**config.mk**
```make
export PLATFORM = sky130hd
export DESIGN_NAME = msc_top
export DESIGN_NICKNAME = d
export VERILOG_FILES = /design/src/design/msc_pkg.sv /design/src/design/msc_top.sv /design/src/design/msc_settle_timer.sv
export SDC_FILE = /design/constraint.sdc
export NUM_CORES = 1
export LEC_CHECK = 0
export BUFFER_PORTS_ARGS = -buffer_cell sky130_fd_sc_hd__buf_2
export CORE_MARGIN = 2
export CORE_UTILIZATION = 45
export CTS_BUF_LIST = sky130_fd_sc_hd__clkbuf_8 sky130_fd_sc_hd__clkbuf_16
export DETAILED_ROUTE_END_ITERATION = 16
export PLACE_DENSITY = 0.7
export SLEW_MARGIN = 20
export SYNTH_ARGS = -nofsm -noshare
export SYNTH_HDL_FRONTEND = slang
export SYNTH_SLANG_ARGS = --single-unit
```
**constraint.sdc**
```tcl
create_clock -name CORE_CLK_I -period 3.2 [get_ports CORE_CLK_I]
set_input_delay 0.48 -clock CORE_CLK_I [delete_from_list [all_inputs] [get_ports CORE_CLK_I]]
set_output_delay 0.48 -clock CORE_CLK_I [all_outputs]
set_load 0.1 [all_outputs]
```
**src/design/msc_pkg.sv**
```systemverilog
// Constants, field layout and reset values of the mode and system control.
// Assumes one system clock, a synchronous active-low reset and static straps.
//
// Contract
// - Mode pins decode to modes 1,3,5,6,7; 000, 010, 100 unsupported.
// - Modes 1 and 3: on-chip ROM off, expanded operation.
// - Modes 5 and 6: expanded operation with on-chip ROM enabled.
// - Modes 1,5,7 use 1 Mbyte space; modes 3,6 use 16 Mbytes.
// - Mode 7 is single chip, all ports usable, 1 Mbyte space.
// - Mode readback register is eight bits and ignores writes.
// - Readback bits 7:6 read one, bits 5:3 read zero, unalterable.
// - Readback bits 2:0 show mode pins, sampled when read.
// - Standby select 0: sleep enters sleep; 1: software standby; resets 0.
// - Standby select stays one after standby exit until software clears it.
// - Wait field picks settling states 8192..131072 or 1024; resets 000.
// - User-flag enable 0 makes user flag a mask, 1 a user bit; resets 1.
// - NMI edge select 0 falling edge, 1 rising edge; resets 0.
// - System control bit 1 is reserved, unwritable, reads one.
// - RAM enable 1 enables on-chip RAM; set by reset, kept through standby.
// - Expanded modes with RAM disabled decode the RAM range externally.
// - Mode 7 with RAM disabled reads 0xff and drops writes.
// - Expanded modes start with an 8-bit external bus.
// - Exception entry sets mask bit; also user flag when user-flag enable 0.

package msc_pkg;
	// Register offsets (low 16 address bits)
	localparam logic [15:0] MSC_READBACK_OFS = 16'hfff1;
	localparam logic [15:0] MSC_SYS_CTRL_OFS = 16'hfff2;

	// Readback layout
	localparam logic [7:0] MSC_READBACK_FIXED = 8'hc0;
	localparam int MSC_PIN_FIELD_W = 3;

	// System control layout and reset value
	localparam int MSC_STANDBY_SELECT_BIT = 7;
	localparam int MSC_STS_HI = 6;
	localparam int MSC_STS_LO = 4;
	localparam int MSC_UE_BIT = 3;
	localparam int MSC_NONMASKABLE_EDGE_SELECT_BIT = 2;
	localparam int MSC_RSV_BIT = 1;
	localparam int MSC_ONCHIP_RAM_ENABLE_BIT = 0;
	localparam logic [7:0] MSC_SYS_CTRL_RST = 8'h0b;

	// Mode pin patterns
	localparam logic [2:0] MSC_MODE1 = 3'h1;
	localparam logic [2:0] MSC_MODE3 = 3'h3;
	localparam logic [2:0] MSC_MODE5 = 3'h5;
	localparam logic [2:0] MSC_MODE6 = 3'h6;
	localparam logic [2:0] MSC_MODE7 = 3'h7;

	// Oscillator settling waits, in states (system clock cycles)
	localparam int MSC_WAIT_SEL0 = 8192;
	localparam int MSC_WAIT_SEL1 = 16384;
	localparam int MSC_WAIT_SEL2 = 32768;
	localparam int MSC_WAIT_SEL3 = 65536;
	localparam int MSC_WAIT_SEL4 = 131072;
	localparam int MSC_WAIT_SEL5 = 1024;
	localparam int MSC_WAIT_W = 18;

	// On-chip RAM read value while blocked in single-chip mode
	localparam logic [7:0] MSC_RAM_BLOCKED_DATA = 8'hff;

	typedef enum logic [1:0] {
		MSC_PWR_RUN,
		MSC_PWR_SLEEP,
		MSC_PWR_STANDBY,
		MSC_PWR_SETTLE
	} msc_pwr_t;
endpackage

```
**src/design/msc_top.sv**
```systemverilog
// Mode pin decode, mode readback, system control register and power states.
// Assumes mode and NMI pins are asynchronous; other inputs share CORE_CLK_I.
//
// The implementer's own choice: the plain strobed port.

module msc_top #(
	parameter int WAIT_SEL0 = msc_pkg::MSC_WAIT_SEL0,
	parameter int WAIT_SEL1 = msc_pkg::MSC_WAIT_SEL1,
	parameter int WAIT_SEL2 = msc_pkg::MSC_WAIT_SEL2,
	parameter int WAIT_SEL3 = msc_pkg::MSC_WAIT_SEL3,
	parameter int WAIT_SEL4 = msc_pkg::MSC_WAIT_SEL4,
	parameter int WAIT_SEL5 = msc_pkg::MSC_WAIT_SEL5
) (
	// Clock and reset
	input wire logic CORE_CLK_I,
	input wire logic RST_B_I,
	// Register port
	input wire logic [15:0] REG_ADDR_I,
	input wire logic [7:0] REG_WDATA_I,
	input wire logic REG_WR_I,
	input wire logic REG_RD_I,
	output logic [7:0] REG_RDATA_O,
	// Mode strap pins
	input wire logic MODE_PIN_HIGH_I,
	input wire logic MODE_PIN_MID_I,
	input wire logic MODE_PIN_LOW_I,
	// Decoded operating mode
	output logic MODE_VALID_O,
	output logic EXPANDED_O,
	output logic ROM_EN_O,
	output logic SPACE_16M_O,
	output logic SINGLE_CHIP_O,
	output logic BUS_8BIT_O,
	// Power-down control
	input wire logic SLEEP_I,
	input wire logic IRQ_I,
	input wire logic EXT_IRQ_I,
	output logic SLEEP_O,
	output logic STANDBY_O,
	output logic SETTLING_O,
	// Interrupt handling
	input wire logic NMI_PIN_I,
	input wire logic EXC_ENTRY_I,
	output logic NMI_REQ_O,
	output logic USER_FLAG_ENABLE_O,
	output logic SET_INT_MASK_O,
	output logic SET_USER_MASK_O,
	// On-chip RAM gating
	input wire logic RAM_RD_I,
	input wire logic RAM_WR_I,
	input wire logic [7:0] RAM_RDATA_I,
	output logic [7:0] RAM_RDATA_O,
	output logic RAM_WR_EN_O,
	output logic RAM_EN_O,
	output logic RAM_EXTERNAL_O
);
	import msc_pkg::*;

	typedef struct packed {
		logic [2:0] mode_meta;
		logic [2:0] mode_sync;
		logic nmi_meta;
		logic nmi_sync;
		logic nmi_prev;
		logic [7:0] rdata;
		logic standby_select;
		logic [2:0] sts;
		logic ue;
		logic nonmaskable_edge_select;
		logic onchip_ram_enable;
		msc_pwr_t pwr;
		logic settle_start;
		logic mode_valid;
		logic expanded;
		logic rom_en;
		logic space16;
		logic single;
		logic sleep;
		logic standby;
		logic settling;
		logic nmi_req;
		logic set_imask;
		logic set_umask;
		logic ram_blk;
		logic ram_ext;
		logic [7:0] ram_rdata;
		logic ram_wr_en;
	} msc_state_t;

	msc_state_t s_r;
	msc_state_t s_nxt;
	logic settle_done;
	logic nmi_edge;
	logic [4:0] dec;

	// Returns {valid, expanded, rom_en, space16, single_chip}
	function automatic logic [4:0] msc_decode(input logic [2:0] pins);
		logic [4:0] r;
		r = 5'h00;
		case (pins)
			MSC_MODE1: r = 5'b11000;
			MSC_MODE3: r = 5'b11010;
			MSC_MODE5: r = 5'b11100;
			MSC_MODE6: r = 5'b11110;
			MSC_MODE7: r = 5'b10101;
			default: r = 5'h00;
		endcase
		return r;
	endfunction

	function automatic logic [7:0] msc_sys_value(input msc_state_t st);
		logic [7:0] v;
		v = 8'h00;
		v[MSC_STANDBY_SELECT_BIT] = st.standby_select;
		v[MSC_STS_HI:MSC_STS_LO] = st.sts;
		v[MSC_UE_BIT] = st.ue;
		v[MSC_NONMASKABLE_EDGE_SELECT_BIT] = st.nonmaskable_edge_select;
		v[MSC_RSV_BIT] = 1'b1;
		v[MSC_ONCHIP_RAM_ENABLE_BIT] = st.onchip_ram_enable;
		return v;
	endfunction

	// Illegal 11x selections fall back to the longest wait, the safe side
	function automatic logic [MSC_WAIT_W-1:0] msc_wait(input logic [2:0] sel);
		logic [MSC_WAIT_W-1:0] w;
		w = MSC_WAIT_W'(WAIT_SEL4);
		case (sel)
			3'h0: w = MSC_WAIT_W'(WAIT_SEL0);
			3'h1: w = MSC_WAIT_W'(WAIT_SEL1);
			3'h2: w = MSC_WAIT_W'(WAIT_SEL2);
			3'h3: w = MSC_WAIT_W'(WAIT_SEL3);
			3'h4: w = MSC_WAIT_W'(WAIT_SEL4);
			3'h5: w = MSC_WAIT_W'(WAIT_SEL5);
			default: w = MSC_WAIT_W'(WAIT_SEL4);
		endcase
		return w;
	endfunction

	assign dec = msc_decode(s_r.mode_sync);
	assign nmi_edge = s_r.nonmaskable_edge_select ? (s_r.nmi_sync & ~s_r.nmi_prev)
		: (~s_r.nmi_sync & s_r.nmi_prev);

	always_comb
	begin
		s_nxt = s_r;
		s_nxt.mode_meta = {MODE_PIN_HIGH_I, MODE_PIN_MID_I, MODE_PIN_LOW_I};
		s_nxt.mode_sync = s_r.mode_meta;
		s_nxt.nmi_meta = NMI_PIN_I;
		s_nxt.nmi_sync = s_r.nmi_meta;
		s_nxt.nmi_prev = s_r.nmi_sync;
		// Straps are assumed static, so decode is refreshed every cycle
		s_nxt.mode_valid = dec[4];
		s_nxt.expanded = dec[3];
		s_nxt.rom_en = dec[2];
		s_nxt.space16 = dec[1];
		s_nxt.single = dec[0];
		// Read data stands in the cycle after the strobe only
		s_nxt.rdata = 8'h00;
		if (REG_RD_I)
		begin
			if (REG_ADDR_I == MSC_READBACK_OFS)
			begin
				// Pin levels are captured at the read itself
				s_nxt.rdata = MSC_READBACK_FIXED
					| {5'h00, s_r.mode_sync};
			end
			else if (REG_ADDR_I == MSC_SYS_CTRL_OFS)
			begin
				s_nxt.rdata = msc_sys_value(s_r);
			end
		end
		// The readback address has no write path at all
		if (REG_WR_I && REG_ADDR_I == MSC_SYS_CTRL_OFS)
		begin
			s_nxt.standby_select = REG_WDATA_I[MSC_STANDBY_SELECT_BIT];
			s_nxt.sts = REG_WDATA_I[MSC_STS_HI:MSC_STS_LO];
			s_nxt.ue = REG_WDATA_I[MSC_UE_BIT];
			s_nxt.nonmaskable_edge_select = REG_WDATA_I[MSC_NONMASKABLE_EDGE_SELECT_BIT];
			s_nxt.onchip_ram_enable = REG_WDATA_I[MSC_ONCHIP_RAM_ENABLE_BIT];
		end
		// Taken from the new enable so gating moves with RAM_EN_O
		s_nxt.ram_ext = dec[3] & ~s_nxt.onchip_ram_enable;
		s_nxt.ram_blk = dec[0] & ~s_nxt.onchip_ram_enable;
		s_nxt.nmi_req = nmi_edge;
		s_nxt.set_imask = EXC_ENTRY_I;
		s_nxt.set_umask = EXC_ENTRY_I & ~s_r.ue;
		// Power states; standby never touches the control fields
		s_nxt.settle_start = 1'b0;
		case (s_r.pwr)
			MSC_PWR_RUN:
			begin
				if (SLEEP_I)
					s_nxt.pwr = s_r.standby_select ? MSC_PWR_STANDBY
						: MSC_PWR_SLEEP;
			end
			MSC_PWR_SLEEP:
			begin
				if (IRQ_I || nmi_edge)
					s_nxt.pwr = MSC_PWR_RUN;
			end
			MSC_PWR_STANDBY:
			begin
				if (EXT_IRQ_I || nmi_edge)
				begin
					s_nxt.pwr = MSC_PWR_SETTLE;
					s_nxt.settle_start = 1'b1;
				end
			end
			MSC_PWR_SETTLE:
			begin
				if (settle_done)
					s_nxt.pwr = MSC_PWR_RUN;
			end
			default: s_nxt.pwr = MSC_PWR_RUN;
		endcase
		s_nxt.sleep = s_nxt.pwr == MSC_PWR_SLEEP;
		s_nxt.standby = s_nxt.pwr == MSC_PWR_STANDBY;
		s_nxt.settling = s_nxt.pwr == MSC_PWR_SETTLE;
		// Blocked RAM reads answer 0xff and writes never reach the array
		s_nxt.ram_rdata = 8'h00;
		if (RAM_RD_I)
			s_nxt.ram_rdata = s_r.ram_blk ? MSC_RAM_BLOCKED_DATA
				: RAM_RDATA_I;
		s_nxt.ram_wr_en = RAM_WR_I & ~s_r.ram_blk;
	end

	always_ff @(posedge CORE_CLK_I)
	begin
		if (!RST_B_I)
		begin
			s_r <= '0;
			s_r.ue <= MSC_SYS_CTRL_RST[MSC_UE_BIT];
			s_r.onchip_ram_enable <= MSC_SYS_CTRL_RST[MSC_ONCHIP_RAM_ENABLE_BIT];
			s_r.standby_select <= MSC_SYS_CTRL_RST[MSC_STANDBY_SELECT_BIT];
			s_r.nonmaskable_edge_select <= MSC_SYS_CTRL_RST[MSC_NONMASKABLE_EDGE_SELECT_BIT];
			s_r.sts <= MSC_SYS_CTRL_RST[MSC_STS_HI:MSC_STS_LO];
			s_r.pwr <= MSC_PWR_RUN;
			// NMI idles high; a low reset value would fake a rising edge
			s_r.nmi_meta <= 1'b1;
			s_r.nmi_sync <= 1'b1;
			s_r.nmi_prev <= 1'b1;
		end
		else
		begin
			s_r <= s_nxt;
		end
	end

	msc_settle_timer #(
		.CNT_W(MSC_WAIT_W)
	) u_settle (
		.clk_i(CORE_CLK_I),
		.rst_b_i(RST_B_I),
		.start_i(s_r.settle_start),
		.count_i(msc_wait(s_r.sts)),
		.done_o(settle_done)
	);

	assign REG_RDATA_O = s_r.rdata;
	assign MODE_VALID_O = s_r.mode_valid;
	assign EXPANDED_O = s_r.expanded;
	assign ROM_EN_O = s_r.rom_en;
	assign SPACE_16M_O = s_r.space16;
	assign SINGLE_CHIP_O = s_r.single;
	// Bus controller widens later; this block only fixes the reset width
	assign BUS_8BIT_O = s_r.expanded;
	assign SLEEP_O = s_r.sleep;
	assign STANDBY_O = s_r.standby;
	assign SETTLING_O = s_r.settling;
	assign NMI_REQ_O = s_r.nmi_req;
	assign USER_FLAG_ENABLE_O = s_r.ue;
	assign SET_INT_MASK_O = s_r.set_imask;
	assign SET_USER_MASK_O = s_r.set_umask;
	assign RAM_RDATA_O = s_r.ram_rdata;
	assign RAM_WR_EN_O = s_r.ram_wr_en;
	assign RAM_EN_O = s_r.onchip_ram_enable;
	assign RAM_EXTERNAL_O = s_r.ram_ext;

	property p_readback_pins;
		@(posedge CORE_CLK_I) disable iff (!RST_B_I)
		REG_RD_I && REG_ADDR_I == MSC_READBACK_OFS
		|=> REG_RDATA_O[2:0] == $past(s_r.mode_sync);
	endproperty
	a_readback_pins: assert property (p_readback_pins)
		else $error("readback pins differ from sampled straps");

	property p_readback_fixed;
		@(posedge CORE_CLK_I) disable iff (!RST_B_I)
		REG_RD_I && REG_ADDR_I == MSC_READBACK_OFS
		|=> REG_RDATA_O[7:3] == 5'h18;
	endproperty
	a_readback_fixed: assert property (p_readback_fixed)
		else $error("readback fixed bits wrong");

	property p_readback_nowrite;
		@(posedge CORE_CLK_I) disable iff (!RST_B_I)
		REG_WR_I && REG_ADDR_I == MSC_READBACK_OFS
		|=> $stable(msc_sys_value(s_r));
	endproperty
	a_readback_nowrite: assert property (p_readback_nowrite)
		else $error("write to readback changed state");

	property p_reserved_one;
		@(posedge CORE_CLK_I) disable iff (!RST_B_I)
		REG_RD_I && REG_ADDR_I == MSC_SYS_CTRL_OFS |=> REG_RDATA_O[1];
	endproperty
	a_reserved_one: assert property (p_reserved_one)
		else $error("reserved control bit read zero");

	property p_sleep_choice;
		@(posedge CORE_CLK_I) disable iff (!RST_B_I)
		s_r.pwr == MSC_PWR_RUN && SLEEP_I
		|=> (STANDBY_O == $past(s_r.standby_select)) && (SLEEP_O != $past(s_r.standby_select));
	endproperty
	a_sleep_choice: assert property (p_sleep_choice)
		else $error("sleep entered wrong power state");

	property p_standby_select_sticky;
		@(posedge CORE_CLK_I) disable iff (!RST_B_I)
		s_r.standby_select && !(REG_WR_I && REG_ADDR_I == MSC_SYS_CTRL_OFS)
		|=> s_r.standby_select;
	endproperty
	a_standby_select_sticky: assert property (p_standby_select_sticky)
		else $error("standby select cleared without a write");

	property p_nmi_rise;
		@(posedge CORE_CLK_I) disable iff (!RST_B_I)
		s_r.nonmaskable_edge_select && s_r.nmi_sync && !s_r.nmi_prev |=> NMI_REQ_O;
	endproperty
	a_nmi_rise: assert property (p_nmi_rise)
		else $error("rising NMI edge not requested");

	property p_ram_blocked;
		@(posedge CORE_CLK_I) disable iff (!RST_B_I)
		RAM_RD_I && SINGLE_CHIP_O && !RAM_EN_O
		|=> RAM_RDATA_O == 8'hff;
	endproperty
	a_ram_blocked: assert property (p_ram_blocked)
		else $error("blocked RAM read not 0xff");

	property p_exc_entry;
		@(posedge CORE_CLK_I) disable iff (!RST_B_I)
		EXC_ENTRY_I |=> SET_INT_MASK_O && SET_USER_MASK_O == !$past(s_r.ue);
	endproperty
	a_exc_entry: assert property (p_exc_entry)
		else $error("exception entry masks wrong");

	property p_mode3;
		@(posedge CORE_CLK_I) disable iff (!RST_B_I)
		s_r.mode_sync == MSC_MODE3
		|=> SPACE_16M_O && EXPANDED_O && !ROM_EN_O && MODE_VALID_O;
	endproperty
	a_mode3: assert property (p_mode3)
		else $error("mode 3 decoded wrongly");

	property p_reset_value;
		@(posedge CORE_CLK_I)
		!RST_B_I |=> msc_sys_value(s_r) == 8'h0b;
	endproperty
	a_reset_value: assert property (p_reset_value)
		else $error("control register reset value wrong");
endmodule // msc_top

```
**src/design/msc_settle_timer.sv**
```systemverilog
// Oscillator settling down-counter used on leaving software standby.
// Assumes start_i is a one-cycle pulse from the same clock domain.

module msc_settle_timer #(
	parameter int CNT_W = msc_pkg::MSC_WAIT_W
) (
	// Clock and reset
	input wire logic clk_i,
	input wire logic rst_b_i,
	// Control
	input wire logic start_i,
	input wire logic [CNT_W-1:0] count_i,
	// Status
	output logic done_o
);
	import msc_pkg::*;

	typedef struct packed {
		logic busy;
		logic [CNT_W-1:0] cnt;
		logic done;
	} msc_tmr_t;

	msc_tmr_t s_r;
	msc_tmr_t s_nxt;

	always_comb
	begin
		s_nxt = s_r;
		s_nxt.done = 1'b0;
		if (start_i)
		begin
			s_nxt.busy = 1'b1;
			s_nxt.cnt = count_i;
		end
		else if (s_r.busy)
		begin
			// Count the full programmed number of states before release
			if (s_r.cnt <= CNT_W'(1))
			begin
				s_nxt.busy = 1'b0;
				s_nxt.done = 1'b1;
			end
			else
			begin
				s_nxt.cnt = s_r.cnt - CNT_W'(1);
			end
		end
	end

	always_ff @(posedge clk_i)
	begin
		if (!rst_b_i)
			s_r <= '0;
		else
			s_r <= s_nxt;
	end

	assign done_o = s_r.done;
endmodule // msc_settle_timer

```
==> key figures, run 1 <==
Power and ir drop
  – Power density over cell area: 513 mW/mm2
  – VDD IR max: 0.000329 V
  – Pleak: 1.52 nW

Floorplan
  – Die H: 84.2 um
  – IO Count: 78
  – Die area: 0.00709 mm2
  – Row cnt: 29
  – Core Area: 0.00628 mm2
  – Die X: 84.2 um
  – Starting Density: 0.461

Logic synthesis
  – Synth warn: 0
  – Share of the synthesized area in the top cell type: 0.477
  – Post-Syn Instances: 293
  – Mapped Nets: 341
  – Synth Flop Type: dfxtp_1
  – Post-Synthesis Cell Area: 0.00289 mm2
  – Post-synth ARST share: 0
  – Ranking of synthesized cells by area: dfxtp_1 (48%), nor2_1 (6.0%), buf_4 (4.4%)
  – Top cells by count, synth: dfxtp_1 (69), nor2_1 (46), buf_4 (17)
  – Number of enable flip-flop cells after synthesis: 0
  – Dominant cell type by area after synthesis: dfxtp_1
  – Count leader, synth: dfxtp_1
  – Yosys cell types: 57
  – Register bit total from synthesis: 69
  – Syn avg cell area: 9.88 um2
  – Post-synthesis sequential area ratio: 0.477

CTS
  – CTS-repair resized insts: 0
  – CTS tree: built
  – Root Buffer Master: clkbuf_8
  – H-tree levels: 3
  – Hold buffers post-CTS: 0
  – CTS buffer count: 9
  – Bufs on Longest Clock Path: 2
  – # Post-CTS Setup Buffers: 0
  – Reg clk slew, reported paths: 0.08 ns
  – Clock sinks: 69
  – Clk_lat worst skew: 0.35 ns

GRT
  – First-pass GRT wire length: 9600 um
  – Initial antenna violation count: 0
  – Largest net degree at the start of global routing: 27
  – Gr ovfl total: 0
  – Number of global-route vias before repair: 2126
  – Total Routing Usage GR: 0.169

Timing
  – Final Skew: 0.00829 ns
  – RSZ-0062 raised after global routing: no
  – Final setup viols: 0
  – Setup TNS: 0 ns
  – Crit share post-route: 0.675
  – Final Max Tran Viols: 0
  – Final hold slack: 0.309 ns
  – Rel. slew slack: 0.501
  – Post-layout min period: 2.16 ns
  – Fmax: 463 MHz
  – Fin. Hold Viols: 0
  – Worst Tran Pin Value: 0.747 ns

Setup path
  – CP max FO: 9
  – Worst path bufs/invs: 1
  – CP Launch Type: flip-flop
  – Worst Path Required: 3.44 ns
  – Crit path arrival time: 2.39 ns
  – Largest delay share family, worst path: simple AND/OR/NAND/NOR gates
  – Critical-path cell list: inv_1, ha_1, or2_2, and3_1, a21boi_4, nand3_1, a32o_1
  – CP max stage delay: 0.44 ns
  – CP max-delay cell: dfxtp_1
  – Critical Path End Type: flip-flop
  – Critical path class: flip-flop to flip-flop

Finish
  – Layout area overhead: 16.6%
  – Antenna diodes: 0
  – Share of cells above drive strength 1: 0.310
  – Nets: 401

Route
  – Antenna-violating nets left: 0
  – Routed wire length: 5590 um
  – Drt first pass iters: 4
  – Starting DRC count in detailed routing: 83
  – Routed via count: 2199
  – DR WL/cell: 12.9 um
  – Drt drc: 0
  – Vias per cell: 5.06

Job
  – MaxCap Viol Count: 0

Outcome
  – Status: complete, no violations

Placement
  – GPL Wtd Cong: 0.809
  – Port Buffers: 76
  – DP HPWL: 3980 um

Worst hold path
  – Tightest Hold Check Type: input pin to flip-flop
==> flip-flops by register name (all words and copies together), names as in the netlist <==
name / count
s_r: 13
s_nxt: 5
u_settle.s_r: 19
REG_RDATA_O: 8
SET_USER_MASK_O: 1
RAM_RDATA_O: 8
BUS_8BIT_O: 1
RAM_WR_EN_O: 1
SPACE_16M_O: 1
SET_INT_MASK_O: 1
SINGLE_CHIP_O: 1
SLEEP_O: 1
u_settle.done_o: 1
ROM_EN_O: 1
RAM_EN_O: 1
NMI_REQ_O: 1
USER_FLAG_ENABLE_O: 1
SETTLING_O: 1
RAM_EXTERNAL_O: 1
STANDBY_O: 1
MODE_VALID_O: 1
==> path summary, 6_finish.rpt <==
path,start,endpoint,slack [ns],depth (start not counted)
hold reg to reg,s_nxt[41],s_nxt[40],0.41,1
hold / removal,NMI_PIN_I,s_nxt[41],0.31,2
setup / recovery,u_settle.s_r[1],u_settle.s_r[14],1.04,7
setup reg to reg,u_settle.s_r[1],u_settle.s_r[14],1.04,7
==> stage by stage <==
step                area [um2]  std cells  setup WS (ns)  total power, W   util
finish                    3370        435           1.04         0.00173  0.538
global placement          3170        419           1.00         0.00102  0.504
detailed placement        3170        419          0.968         0.00102  0.504
CTS                       3370        435           1.02         0.00175  0.538
global route              3370        435          0.894         0.00180  0.538
floorplan                 2890        293           1.29        0.000987      -
==> cells in the final DEF, fill, tap and decap left out, types with 3 or more instances in the layout <==
master    instances
buf_2            76
dfxtp_1          69
nor2_1           46
nand2_1          15
and2_1           14
clkbuf_8          9
mux2i_1           7
xor2_1            7
xnor2_1           7
inv_1             6
nand2b_1          6
a21oi_1           6
nand3_1           5
nand4b_1          4
a211oi_1          4
a32o_1            4
nor4_1            3
a21o_1            3
nand3b_1          3
o21ai_0           3
and3_1            3
nor3_1            3
nor2b_1           3
and2_2            3
o211ai_1          3
clkinv_4          3
==> logic make-up (layout without fill, tap and decap cells) <==
family                     Yosys count  after routing  share of synthesized area
buffers and inverters               33             98                     0.0783
AOI/OAI and AO/OA                   40             40                      0.120
xor gates and xnor gates            14             14                     0.0424
adders and majority gates            2              2                    0.00865
and+or+nand+nor                    128            128                      0.249
DFF                                 69             69                      0.477
muxes                                7              7                     0.0242
==> final cells by class <==
class                           count  area, um2
Tap cell                           77       96.3
Clock inverter                      7       83.8
Multi-Input combinational cell    191       1290
Inverter                            6       22.5
Clock buffer                        9        124
Fill cell                         577       2900
Timing Repair Buffer               76        380
Sequential cell                    69       1380
==> power by group <==
group | internal, W | leakage [nW] | total (W) | switching [W]
clock | 0.000372 | 0.102 | 0.000730 | 0.000359
combinational | 0.0000350 | 0.857 | 0.000124 | 0.0000886
sequential | 0.000871 | 0.560 | 0.000877 | 0.00000576
==> routing by layer <==
layer,wire (um),part of all wire,GRT usage,up-vias
li1,-,-,-,1116
met1,2530,0.45,0.210,1013
met2,2580,0.46,0.277,59
met3,364,0.065,0.0393,11
met4,119,0.021,0.0836,0
met5,0,0,0,-
(Power assumes the default switching activity.)
==> run 2: changes to the inputs <==
- clock period: 3.2 -> 2.26 ns (I/O delays scaled with it)
==> run 2 against run 1 <==
Effect of this change:
- count of clock-buffer cells in the layout unchanged
- routed wire length down 0.16%
- power up 39%
- clock skew down 0.0017 ns
- global-route usage up 0.32 points
- clock power up 34%
- combinational power up 41%
- die area unchanged
- hold slack worse by 0.13 ns
==> key figures, run 2 (same netlist as run 1, synthesis figures left out) <==
CTS
  – CTS tree: built (unchanged)
  – CTS-repair resized insts: 0 (unchanged)
  – Clk_lat worst skew: 0.34 ns (was 0.35 ns)
  – Clock sinks: 69 (unchanged)
  – Root Buffer Master: clkbuf_8 (unchanged)
  – Bufs on Longest Clock Path: 2 (unchanged)
  – Reg clk slew, reported paths: 0.07 ns (was 0.08 ns)
  – H-tree levels: 3 (unchanged)
  – # Post-CTS Setup Buffers: 0 (unchanged)
  – CTS buffer count: 9 (unchanged)
  – Hold buffers post-CTS: 0 (unchanged)

Route
  – Drt drc: 0 (unchanged)
  – Routed via count: 2177 (was 2199)
  – Vias per cell: 4.97 (was 5.06)
  – Starting DRC count in detailed routing: 82 (was 83)
  – DR WL/cell: 12.7 um (was 12.9 um)
  – Drt first pass iters: 4 (unchanged)
  – Routed wire length: 5580 um (was 5590 um)
  – Antenna-violating nets left: 0 (unchanged)

Floorplan
  – Die X: 84.2 um (unchanged)
  – Core Area: 0.00628 mm2 (unchanged)
  – Row cnt: 29 (unchanged)
  – Die area: 0.00709 mm2 (unchanged)
  – IO Count: 78 (unchanged)
  – Starting Density: 0.461 (unchanged)
  – Die H: 84.2 um (unchanged)

Setup path
  – Worst path bufs/invs: 1 (unchanged)
  – Worst Path Required: 2.50 ns (was 3.44 ns)
  – FF-to-FF Start: u_settle.s_r[1] (unchanged)
  – Critical-path cell list: inv_1, ha_1, or2_2, and3_1, a21boi_4, nand3_1, a32o_1 (unchanged)
  – Crit path from: u_settle.s_r[1] (unchanged)
  – Largest delay share family, worst path: simple AND/OR/NAND/NOR gates (unchanged)
  – CP max-delay cell: dfxtp_1 (unchanged)
  – Crit path arrival time: 2.34 ns (was 2.39 ns)
  – CP max stage delay: 0.43 ns (was 0.44 ns)
  – Critical Path End Type: flip-flop (unchanged)
  – CP Launch Type: flip-flop (unchanged)
  – CP max FO: 9 (unchanged)
  – Critical path class: flip-flop to flip-flop (unchanged)

Power and ir drop
  – Clock network fraction of total power: 0.409 (was 0.422)
  – Logic gate share of total power: 0.073 (was 0.071)
  – Pleak: 1.53 nW (was 1.52 nW)
  – Internal: 0.00180 W (was 0.00128 W)
  – Power density over cell area: 708 mW/mm2 (was 513 mW/mm2)
  – Sequential power share: 0.518 (was 0.507)
  – Sw Pwr: 0.000602 W (was 0.000453 W)
  – VDD IR max: 0.000472 V (was 0.000329 V)
  – Switching share of power: 0.251 (was 0.262)

GRT
  – Total Routing Usage GR: 0.173 (was 0.169)
  – Gr ovfl total: 0 (unchanged)
  – Number of global-route vias before repair: 2083 (was 2126)
  – First-pass GRT wire length: 9620 um (was 9600 um)
  – Initial antenna violation count: 0 (unchanged)
  – Largest net degree at the start of global routing: 27 (unchanged)

Timing
  – Final Skew: 0.00655 ns (was 0.00829 ns)
  – Setup TNS: 0 ns (unchanged)
  – Worst Tran Pin Value: 0.474 ns (was 0.747 ns)
  – Final Max Tran Viols: 0 (unchanged)
  – Rel. slew slack: 0.681 (was 0.501)
  – Setup WS post-layout: 0.160 ns (was 1.04 ns)
  – RSZ-0062 raised after global routing: no (unchanged)
  – Post-layout min period: 2.10 ns (was 2.16 ns)
  – Fmax: 476 MHz (was 463 MHz)
  – Final setup viols: 0 (unchanged)
  – Fin. Hold Viols: 0 (unchanged)
  – Crit share post-route: 0.929 (was 0.675)

Placement
  – Placed cells: 422 (was 419)
  – GPL Wtd Cong: 0.788 (was 0.809)
  – Place WS: 0.181 ns (was 0.968 ns)
  – DP HPWL: 4030 um (was 3980 um)
  – Port Buffers: 76 (unchanged)

Finish
  – Non-filler instance count after layout: 438 (was 435)
  – Largest register by flop count: u_settle.s_r (unchanged)
  – Most frequent cells in the layout: buf_2 (76), dfxtp_1 (69), nor2_1 (46), nand2_1 (15), and2_1 (14) (unchanged)
  – Layout area overhead: 17.0% (was 16.6%)
  – Share of cells above drive strength 1: 0.316 (was 0.310)
  – Top Registers: u_settle.s_r (19), s_r (13) (unchanged)
  – Max reg flops: 19 (unchanged)
  – # fillers: 582 (was 577)
  – Antenna diodes: 0 (unchanged)
  – Nets: 404 (was 401)
  – Most common cell after layout, fill and taps aside: buf_2 (unchanged)

Outcome
  – Status: complete, no violations (unchanged)

Worst hold path
  – Hold Path Origin: NMI_PIN_I (unchanged)
  – Tightest Hold Check Type: input pin to flip-flop (unchanged)

Job
  – MaxCap Viol Count: 0 (unchanged)
-- run 2: power by group through the flow --
stage | logic [W] | clock network (W) | registers (W)
2_1_floorplan | 0.0000904 | 0 | 0.00131
3_3_place_gp | 0.000175 | 0 | 0.00127
3_5_place_dp | 0.000177 | 0 | 0.00127
4_1_cts | 0.000178 | 0.00101 | 0.00124
5_1_grt | 0.000189 | 0.00108 | 0.00124
6_report | 0.000175 | 0.000981 | 0.00124
-- run 2: worst paths after layout --
kind | to | slack (ns) | cells after the start
worst max-delay path | u_settle.s_r[14] | 0.16 | 7
worst min-delay path | s_nxt[41] | 0.18 | 2
worst max register to register | u_settle.s_r[14] | 0.16 | 7
worst min register to register | s_nxt[40] | 0.42 | 1
-- run 2: layer usage --
metal	wire length [um]	vias to the layer above	track usage
met1	2430	979	0.200
li1	-	1120	-
met5	0	-	0
met3	467	9	0.0846
met2	2610	69	0.278
met4	78	0	0.0616
-- run 2: final cells by class --
cell class / count / area (um2) / area share
clock buffers: 9 / 124 / 0.0366
clock inverters: 7 / 72.6 / 0.0214
inverters: 6 / 22.5 / 0.00665
multi-input cells: 191 / 1290 / 0.380
flip-flops and latches: 69 / 1380 / 0.408
well taps: 77 / 96.3 / 0.0285
repair buffers: 79 / 403 / 0.119
-- run 2: through the flow --
stage | power (W) | hold WS [ns] | util | instance area (um2)
final | 0.00240 | 0.176 | 0.539 | 3390
after global routing | 0.00251 | 0.161 | 0.539 | 3390
after CTS | 0.00243 | 0.160 | 0.539 | 3390
after detailed placement | 0.00145 | 0.402 | 0.508 | 3190
after global placement | 0.00145 | 0.392 | 0.508 | 3190
after floorplan | 0.00140 | 0.386 | - | 2890
